===== config.mk =====
export PLATFORM = sky130hd
export DESIGN_NAME = core_irq_ctrl
export DESIGN_NICKNAME = d
export VERILOG_FILES = /design/src/design/core_irq_pkg.sv /design/src/design/core_irq_ctrl.sv
export SDC_FILE = /design/constraint.sdc
export NUM_CORES = 1
export LEC_CHECK = 0
export ABC_AREA = 0
export BUFFER_PORTS_ARGS = -buffer_cell sky130_fd_sc_hd__buf_2
export CAP_MARGIN = 20
export CELL_PAD_IN_SITES_DETAIL_PLACEMENT = 1
export CELL_PAD_IN_SITES_GLOBAL_PLACEMENT = 1
export CORE_MARGIN = 4
export CORE_UTILIZATION = 31
export DETAILED_ROUTE_END_ITERATION = 8
export MAX_ROUTING_LAYER = met4
export PLACE_DENSITY_LB_ADDON = 0.1
export SLEW_MARGIN = 20
export SYNTH_ARGS = -nofsm -noshare
export SYNTH_HDL_FRONTEND = slang
export SYNTH_SLANG_ARGS = --single-unit
export TNS_END_PERCENT = 1

===== constraint.sdc =====
create_clock -name i_clk_sys -period 2 [get_ports i_clk_sys]
set_input_delay 0.3 -clock i_clk_sys [delete_from_list [all_inputs] [get_ports i_clk_sys]]
set_output_delay 0.3 -clock i_clk_sys [all_outputs]
set_load 0.02 [all_outputs]

===== src/design/core_irq_pkg.sv =====
// core interrupt control package: register map, field layout, reset values
// assumes a 32-bit apb slave with 12-bit byte addresses, word aligned
package core_irq_pkg;

   // register indices; the byte address is four times the index
   localparam logic [9:0] CTRL_IDX = 10'h00b;
   localparam logic [9:0] EVT_STAT_IDX = 10'h00c;
   localparam logic [9:0] EVT_MASK_IDX = 10'h00d;
   localparam logic [11:0] CTRL_ADDR = {CTRL_IDX, 2'h0};
   localparam logic [11:0] EVT_STAT_ADDR = {EVT_STAT_IDX, 2'h0};
   localparam logic [11:0] EVT_MASK_ADDR = {EVT_MASK_IDX, 2'h0};

   // field positions of the control register
   localparam int unsigned GIE_BIT = 7;
   localparam int unsigned PERIPHERAL_IRQ_ENABLE_BIT = 6;
   localparam int unsigned TMR_IE_BIT = 5;
   localparam int unsigned EXT_IE_BIT = 4;
   localparam int unsigned PORT_IE_BIT = 3;
   localparam int unsigned TMR_FLAG_BIT = 2;
   localparam int unsigned EXT_FLAG_BIT = 1;
   localparam int unsigned PORT_FLAG_BIT = 0;

   // field positions of the event status and mask registers
   localparam int unsigned EVT_TMR_BIT = 0;
   localparam int unsigned EVT_EXT_BIT = 1;
   localparam int unsigned EVT_PORT_BIT = 2;

   // reset values
   localparam logic [7:0] CTRL_RST = 8'h00;
   localparam logic [2:0] EVT_RST = 3'h0;
   localparam logic [2:0] MASK_RST = 3'h0;
   localparam int unsigned PORT_W = 4;

   // control register layout, bit 7 down to bit 0
   typedef struct packed {
      logic global_irq_enable;
      logic peripheral_irq_enable;
      logic tmr_ie;
      logic ext_ie;
      logic port_ie;
      logic tmr_flag;
      logic ext_flag;
      logic port_flag;
   } ctrl_t;

   // one bit per core event source, bit 2 down to bit 0
   typedef struct packed {
      logic port_chg;
      logic ext_edge;
      logic tmr_ovf;
   } evt_t;

   // bus answer state
   typedef enum logic [0:0] {
      ST_IDLE = 1'b0,
      ST_ANSWER = 1'b1
   } bus_state_t;

endpackage : core_irq_pkg


===== src/design/core_irq_ctrl.sv =====
// core interrupt control and status register with an apb slave front end
// assumes event inputs synchronous to i_clk_sys and a standard apb master
//
// Behaviour
// - flags set regardless of any enable
// - control register readable and writable over bus
// - global enable bit 7 gates all requests to o_core_irq; o_evt_irq is not gated by it
// - peripheral enable bit 6 gates peripheral requests
// - bit 5 enables timer overflow interrupt
// - bit 4 enables external pin interrupt
// - bit 3 enables port change interrupt
// - bit 2 timer flag, cleared only by software
// - bit 1 external pin flag, software clears
// - bit 0 set on upper port change
//
// Implementation choice: the APB register port.
`timescale 1ns/1ns
`default_nettype none

module core_irq_ctrl
(
   // clock and reset
   input wire logic i_clk_sys,
   input wire logic i_arst_n,
   // apb slave
   input wire logic i_psel,
   input wire logic i_penable,
   input wire logic i_pwrite,
   input wire logic [11:0] i_paddr,
   input wire logic [31:0] i_pwdata,
   output logic [31:0] o_prdata,
   output logic o_pready,
   output logic o_pslverr,
   // event sources
   input wire logic i_tmr_overflow,
   input wire logic i_ext_pin,
   input wire logic i_ext_rise_sel,
   input wire logic [core_irq_pkg::PORT_W-1:0] i_port_upper,
   input wire logic i_periph_req,
   // interrupt outputs
   output logic o_core_irq,
   output logic o_evt_irq,
   output core_irq_pkg::ctrl_t o_ctrl
);

   core_irq_pkg::ctrl_t ctrl_r;
   core_irq_pkg::ctrl_t ctrl_nxt;
   core_irq_pkg::evt_t evt_r;
   core_irq_pkg::evt_t evt_nxt;
   core_irq_pkg::evt_t mask_r;
   core_irq_pkg::evt_t ev;
   core_irq_pkg::bus_state_t state_r;
   logic ext_prev_r;
   logic [core_irq_pkg::PORT_W-1:0] port_prev_r;
   logic prev_valid_r;
   logic setup;
   logic acc;
   logic hit_ctrl;
   logic hit_stat;
   logic hit_mask;
   logic wr_ctrl;
   logic wr_mask;
   logic rd_stat;
   logic core_req;
   logic [31:0] rdata;

   // edge and change detection; previous samples are caught after release
   always_ff @(posedge i_clk_sys or negedge i_arst_n)
   begin
      if (!i_arst_n)
      begin
         ext_prev_r <= 1'b0;
         port_prev_r <= '0;
         prev_valid_r <= 1'b0;
      end
      else
      begin
         ext_prev_r <= i_ext_pin;
         port_prev_r <= i_port_upper;
         prev_valid_r <= 1'b1;
      end
   end

   // source events; pin edge and port change masked off until the first sample is held, timer overflow is not
   always_comb
   begin
      ev.tmr_ovf = i_tmr_overflow;
      ev.ext_edge = prev_valid_r & (i_ext_rise_sel ? (i_ext_pin & ~ext_prev_r)
                                                  : (~i_ext_pin & ext_prev_r));
      ev.port_chg = prev_valid_r & (i_port_upper != port_prev_r);
   end

   // address decode; misaligned addresses fall into the unmapped answer
   assign hit_ctrl = (i_paddr == core_irq_pkg::CTRL_ADDR);
   assign hit_stat = (i_paddr == core_irq_pkg::EVT_STAT_ADDR);
   assign hit_mask = (i_paddr == core_irq_pkg::EVT_MASK_ADDR);
   assign setup = i_psel & ~i_penable;
   assign acc = (state_r == core_irq_pkg::ST_ANSWER) & i_psel & i_penable;
   assign wr_ctrl = acc & i_pwrite & hit_ctrl;
   assign wr_mask = acc & i_pwrite & hit_mask;
   assign rd_stat = acc & ~i_pwrite & hit_stat;

   // read mux; narrow registers sit in the low bits, the rest read zero
   always_comb
   begin
      rdata = 32'h0000_0000;
      if (hit_ctrl)
      begin
         rdata[7:0] = ctrl_r;
      end
      else if (hit_stat)
      begin
         rdata[2:0] = evt_r;
      end
      else if (hit_mask)
      begin
         rdata[2:0] = mask_r;
      end
   end

   // one wait-free answer: data is captured in setup, pready in access
   always_ff @(posedge i_clk_sys or negedge i_arst_n)
   begin
      if (!i_arst_n)
      begin
         state_r <= core_irq_pkg::ST_IDLE;
         o_pready <= 1'b0;
         o_pslverr <= 1'b0;
         o_prdata <= 32'h0000_0000;
      end
      else
      begin
         case (state_r)
            core_irq_pkg::ST_IDLE:
            begin
               if (setup)
               begin
                  state_r <= core_irq_pkg::ST_ANSWER;
                  o_pready <= 1'b1;
                  o_pslverr <= ~(hit_ctrl | hit_stat | hit_mask);
                  o_prdata <= i_pwrite ? 32'h0000_0000 : rdata;
               end
            end
            core_irq_pkg::ST_ANSWER:
            begin
               // access ends here since pready is already high
               state_r <= core_irq_pkg::ST_IDLE;
               o_pready <= 1'b0;
               o_pslverr <= 1'b0;
               o_prdata <= 32'h0000_0000;
            end
            default:
            begin
               state_r <= core_irq_pkg::ST_IDLE;
               o_pready <= 1'b0;
               o_pslverr <= 1'b0;
               o_prdata <= 32'h0000_0000;
            end
         endcase
      end
   end

   // next control value; an event in the write cycle beats a software clear
   always_comb
   begin
      ctrl_nxt = ctrl_r;
      if (wr_ctrl)
      begin
         ctrl_nxt = i_pwdata[7:0];
      end
      ctrl_nxt.tmr_flag = ctrl_nxt.tmr_flag | ev.tmr_ovf;
      // external pin flag set on edge
      ctrl_nxt.ext_flag = ctrl_nxt.ext_flag | ev.ext_edge;
      ctrl_nxt.port_flag = ctrl_nxt.port_flag | ev.port_chg;
   end

   // control register; the port flag powers up cleared rather than unknown
   always_ff @(posedge i_clk_sys or negedge i_arst_n)
   begin
      if (!i_arst_n)
      begin
         ctrl_r <= core_irq_pkg::CTRL_RST;
      end
      else
      begin
         ctrl_r <= ctrl_nxt;
      end
   end

   // sticky event status, cleared by reading it; new events survive the read
   always_comb
   begin
      evt_nxt = rd_stat ? core_irq_pkg::EVT_RST : evt_r;
      evt_nxt = evt_nxt | ev;
   end

   // event status and mask registers
   always_ff @(posedge i_clk_sys or negedge i_arst_n)
   begin
      if (!i_arst_n)
      begin
         evt_r <= core_irq_pkg::EVT_RST;
         mask_r <= core_irq_pkg::MASK_RST;
      end
      else
      begin
         evt_r <= evt_nxt;
         if (wr_mask)
         begin
            mask_r <= i_pwdata[2:0];
         end
      end
   end

   // request to the core from the current register contents and the peripheral request input
   always_comb
   begin
      core_req = ctrl_r.global_irq_enable & ((ctrl_r.tmr_ie & ctrl_r.tmr_flag)
                             | (ctrl_r.ext_ie & ctrl_r.ext_flag)
                             | (ctrl_r.port_ie & ctrl_r.port_flag)
                             | (ctrl_r.peripheral_irq_enable & i_periph_req));
   end

   // registered outputs so nothing reaches the pins through gates
   always_ff @(posedge i_clk_sys or negedge i_arst_n)
   begin
      if (!i_arst_n)
      begin
         o_core_irq <= 1'b0;
         o_evt_irq <= 1'b0;
         o_ctrl <= core_irq_pkg::CTRL_RST;
      end
      else
      begin
         o_core_irq <= core_req;
         o_evt_irq <= |(evt_nxt & mask_r);
         o_ctrl <= ctrl_nxt;
      end
   end
endmodule : core_irq_ctrl

`default_nettype wire


* Yosys cells after proc, flatten, opt, wreduce, memory -nomap -nowiden
Index checks and enable logic that the tools add are counted.
Storage, ports and cells: register bits after elaboration 57, input port bits 57, output and inout port bits 44
Cells by class: eq/ne operators 5, multiplexer cells 16, bitwise logic cells 33, reduce and logical (&&, ||, !) cells 1
Operator list (number):
- 32-bit case mux with 2 select lines | 1
- 12-bit by 6-bit equality test with 1-bit output, second input constant | 3
- 32-bit two-way mux | 1
- 1-bit bitwise AND | 17
- 3-bit two-way mux | 5
- 8-bit two-way mux | 1
- 1-bit bitwise OR | 8
- 1-bit inverter | 6
- 1-bit case mux with 2 select lines | 3
- 5-bit two-way mux | 1
- 1-bit two-way mux | 4
- 4-bit inequality test | 1
- 3-bit bitwise AND | 1
- 3-bit bitwise OR | 1
- 3-bit OR reduction | 1
- 2-bit inequality test, second input constant | 1

* Logic depth before layout (Yosys ltp)
word-level depth 8, gate-level depth with buffers 6, mapped depth without buffers 5

* Worst setup path after synthesis
No wires, ideal clock.
path type input-to-reg, start point input i_paddr[7], end point register o_ctrl[3] (netlist name), arrival 1575 ps, required time 1875 ps, setup slack 300 ps, stages 4, path buffers 0, cell sequence nor4_4 -> nand4_4 -> nor3_4 -> mux2_4
Between the ends: longest elaborated chain between the ends 2
RTL lines:
- start: declaration | line core_irq_ctrl.sv:29 | input wire logic [11:0] i_paddr,
- 12-bit by 6-bit equality test with 1-bit output | line core_irq_ctrl.sv:94 | assign hit_ctrl = (i_paddr == core_irq_pkg::CTRL_ADDR);
- 1-bit bitwise AND | line core_irq_ctrl.sv:99 | assign wr_ctrl = acc & i_pwrite & hit_ctrl;
- end signal: assignment | line core_irq_ctrl.sv:231 | o_ctrl <= core_irq_pkg::CTRL_RST;
- end signal: assignment | line core_irq_ctrl.sv:237 | o_ctrl <= ctrl_nxt;
- end: declaration | line core_irq_ctrl.sv:43 | output core_irq_pkg::ctrl_t o_ctrl
No other way between the ends. A chain may end at the register's enable or synchronous reset.

* Worst setup path in the final report
start point register state_r, end point register o_ctrl[4] (netlist name)
Between the ends: longest elaborated chain between the ends 4
RTL lines:
- start: declaration | line core_irq_ctrl.sv:52 | core_irq_pkg::bus_state_t state_r;
- start signal: assignment | line core_irq_ctrl.sv:126 | state_r <= core_irq_pkg::ST_IDLE;
- start signal: assignment | line core_irq_ctrl.sv:138 | state_r <= core_irq_pkg::ST_ANSWER;
- start signal: assignment | line core_irq_ctrl.sv:147 | state_r <= core_irq_pkg::ST_IDLE;
- 1-bit bitwise AND (2 in series) | line core_irq_ctrl.sv:98 | assign acc = (state_r == core_irq_pkg::ST_ANSWER) & i_psel & i_penable;
- 1-bit bitwise AND (2 in series) | line core_irq_ctrl.sv:99
No other way between the ends.

==> run_results.csv <==
group,metric,value,unit
cells_and_area,final_common_cell,"buf_2",
routing,wl_per_cell,13.9,um
sta,setup_viol,0,
floorplanning,die_h,81.2,um
sta,min_period,1.56,ns
floorplanning,start_util,0.323,
worst_setup_path,cp_cell_sequence,"nand4_1, nor3_4, buf_12, mux2_4",
sta,finalCritPeriodShare,0.782,
grt,gr-usage-met3,0.0388,
synthesis,async_flop_share,1.00,
place,numPortBuffers,52,
clocking,cts_tree,"yes",
grt,busiest_layer,"met2",
clocking,clock-root-buffer,"clkbuf_8",
place,dpl.hpwl,3130,um
sta,fmax,639,MHz
worst_setup_path,cp_top_family,"flip-flops",
floorplanning,row_count,26,
place,gp_congestion,0.801,
sta,rsz0062_at_grt,"no",
power,p_per_area,647,nW/um^2
clocking,ctsResizeCount,0,
clocking,path_clk_slew,0.06,ns
sta,maxSlewViolCount,0,
synthesis,synthesis.area,1660,sq um
worst_setup_path,path_class,"register to register",
cells_and_area,antenna_cells,0,
place,post-place-ws,0.182,ns
routing,drt-initial-drc-count,58,
floorplanning,dieArea,6590,sq um
worst_setup_path,critPathSlowestCell,"dfrtp_1",
synthesis,yosysUniqueCellTypes,39,
power,report.power.total,1.31,mW
clocking,clock_latency,0.27,ns
synthesis,yosys_register_bits,33,
sta,tns,0,ns
run_status,status,"complete, no violations",
sta,worstMarginPinSlew,0.735,ns
power,p_int,0.968,mW
synthesis,avgSynthCellArea,11.5,sq um
power,combPwrFrac,0.119,
synthesis,syn_inst,145,
clocking,cts_hold_buf,0,
power,swShare,0.260,
synthesis,seq_area_frac_synth,0.497,
routing,ant_nets,0,
worst_setup_path,start_kind,"register",
power,clock_power_share,0.354,
grt,grt_pass1_vias,1224,
sta,hold_violations,0,
grt,overflow,0,
power,p_sw,0.340,mW
clocking,htreeDepth,2,
clocking,cts_buffer_depth,2,
synthesis,ys_warn_count,0,
clocking,cts_buffers,5,
routing,vias,1199,
worst_setup_path,worstSetupEndpointType,"register",
clocking,cts_sinks,33,
worst_hold_path,hold_path.class,"input port to async pin",
floorplanning,coreArea,5140,sq um
grt,grt_max_degree,34,
routing,first_pass_iters,4,
routing,via_per_inst,4.36,
worst_setup_path,cp_max_fo,9,
cells_and_area,final_core_util,0.394,
grt,grt_pass1_wl,6040,um
worst_setup_path,critPathRequiredTime,2.16,ns
routing,drcViolationCount,0,
floorplanning,die_w,81.2,um
clocking,cts_setup_buffers,0,
cells_and_area,drive_gt1_frac,0.380,
routing,finalWirelength,3810,um
run,cap_violations,0,
floorplanning,ioPinCount,101,
power,worst_ir_drop_vdd,0.363,mV
cells_and_area,mostFrequentLayoutCells,"52 x buf_2, 33 x dfrtp_1, 25 x conb_1",
grt,grt_usage,0.126,
worst_setup_path,critPathBufInv,1,
sta,final.setup.worst_slack,0.436,ns
cells_and_area,syn_to_final_growth,21.9,%
grt,antenna_found_initial,0,
power,p_leak,1.03,nW
grt,met2_usage,0.206,
grt,met1_usage,0.148,
synthesis,synth-edff-count,0,
worst_setup_path,slowest_delay,0.49,ns
worst_setup_path,cp.arrival,1.72,ns
sta,finalClockSkew,0.00371,ns
power,p_seq_frac,0.527,
sta,relSlewSlack,0.510,
cells_and_area,nNetsFinal,261,
synthesis,synth_top_flop_cell,"dfrtp_1",
-- synth_stat cells, drive strengths merged, types with 4 or more instances --
cell type	instances	area, sq um
a21oi	5	25.0
a22o	5	43.8
buf	25	185
dfrtp	33	826
inv	4	15.0
mux2	8	109
mux2i	5	50.1
nand2	6	22.5
nor2	12	45.0
nor3	4	36.3
o21ai	4	20.0
xor2	4	35.0
-- path summary, 6_finish.rpt --
kind / from / to / slack, ns / cells after the start
max: state_r / o_ctrl[4] / 0.44 / 4
min: i_arst_n / o_pslverr / 0.09 / 1
max reg2reg: state_r / o_ctrl[4] / 0.44 / 4
min reg2reg: o_prdata[6] / o_prdata[6] / 0.50 / 1
max in group asynchronous: i_arst_n / mask_r[0] / 1.45 / 1
min in group i_clk_sys: i_port_upper[0] / port_prev_r[0] / 0.15 / 1
-- power groups by stage --
stage / clock network (mW) / logic (mW) / registers [mW]
after CTS: 0.491 / 0.157 / 0.689
final: 0.464 / 0.156 / 0.689
after global routing: 0.521 / 0.174 / 0.690
after global placement: 0 / 0.154 / 0.700
after floorplan: 0 / 0.117 / 0.705
after detailed placement: 0 / 0.157 / 0.702
-- per-layer routing --
metal  up-vias  wire length [um]
met5         -                 0
li1        585                 -
met3         5               284
met1       570              1580
met2        39              1920
met4         0                31
-- area by class of cell --
class	count	area, sq um
timing repair buffer	55	295
inverter	4	15.0
fill	634	3120
clock inverter	2	10.0
multi-input combinational	105	717
tap	70	87.6
clock buffer	6	72.6
sequential	33	826
-- through the flow --
step           std cells  area, sq um  hold WS, ns
2_1_floorplan        168         1750      0.00441
3_5_place_dp         267         1940        0.413
5_1_grt              275         2020        0.141
3_3_place_gp         267         1940        0.399
6_report             275         2020       0.0870
4_1_cts              275         2020        0.112
-- state kept, by name, indices dropped and copies added, names as in the netlist --
register / cells
evt_r: 3
ext_prev_r: 1
mask_r: 3
o_core_irq: 1
o_ctrl: 8
o_evt_irq: 1
o_prdata: 8
o_pready: 1
o_pslverr: 1
port_prev_r: 4
prev_valid_r: 1
state_r: 1
-- logic make-up after synthesis --
logic type                synth area share
AOI/OAI and AO/OA                    0.109
and+or+nand+nor                      0.150
xor gates and xnor gates            0.0211
buffers and inverters                0.123
DFF                                  0.497
muxes                               0.0957
other                              0.00452
Note: power is estimated with default switching activity, not from simulation.
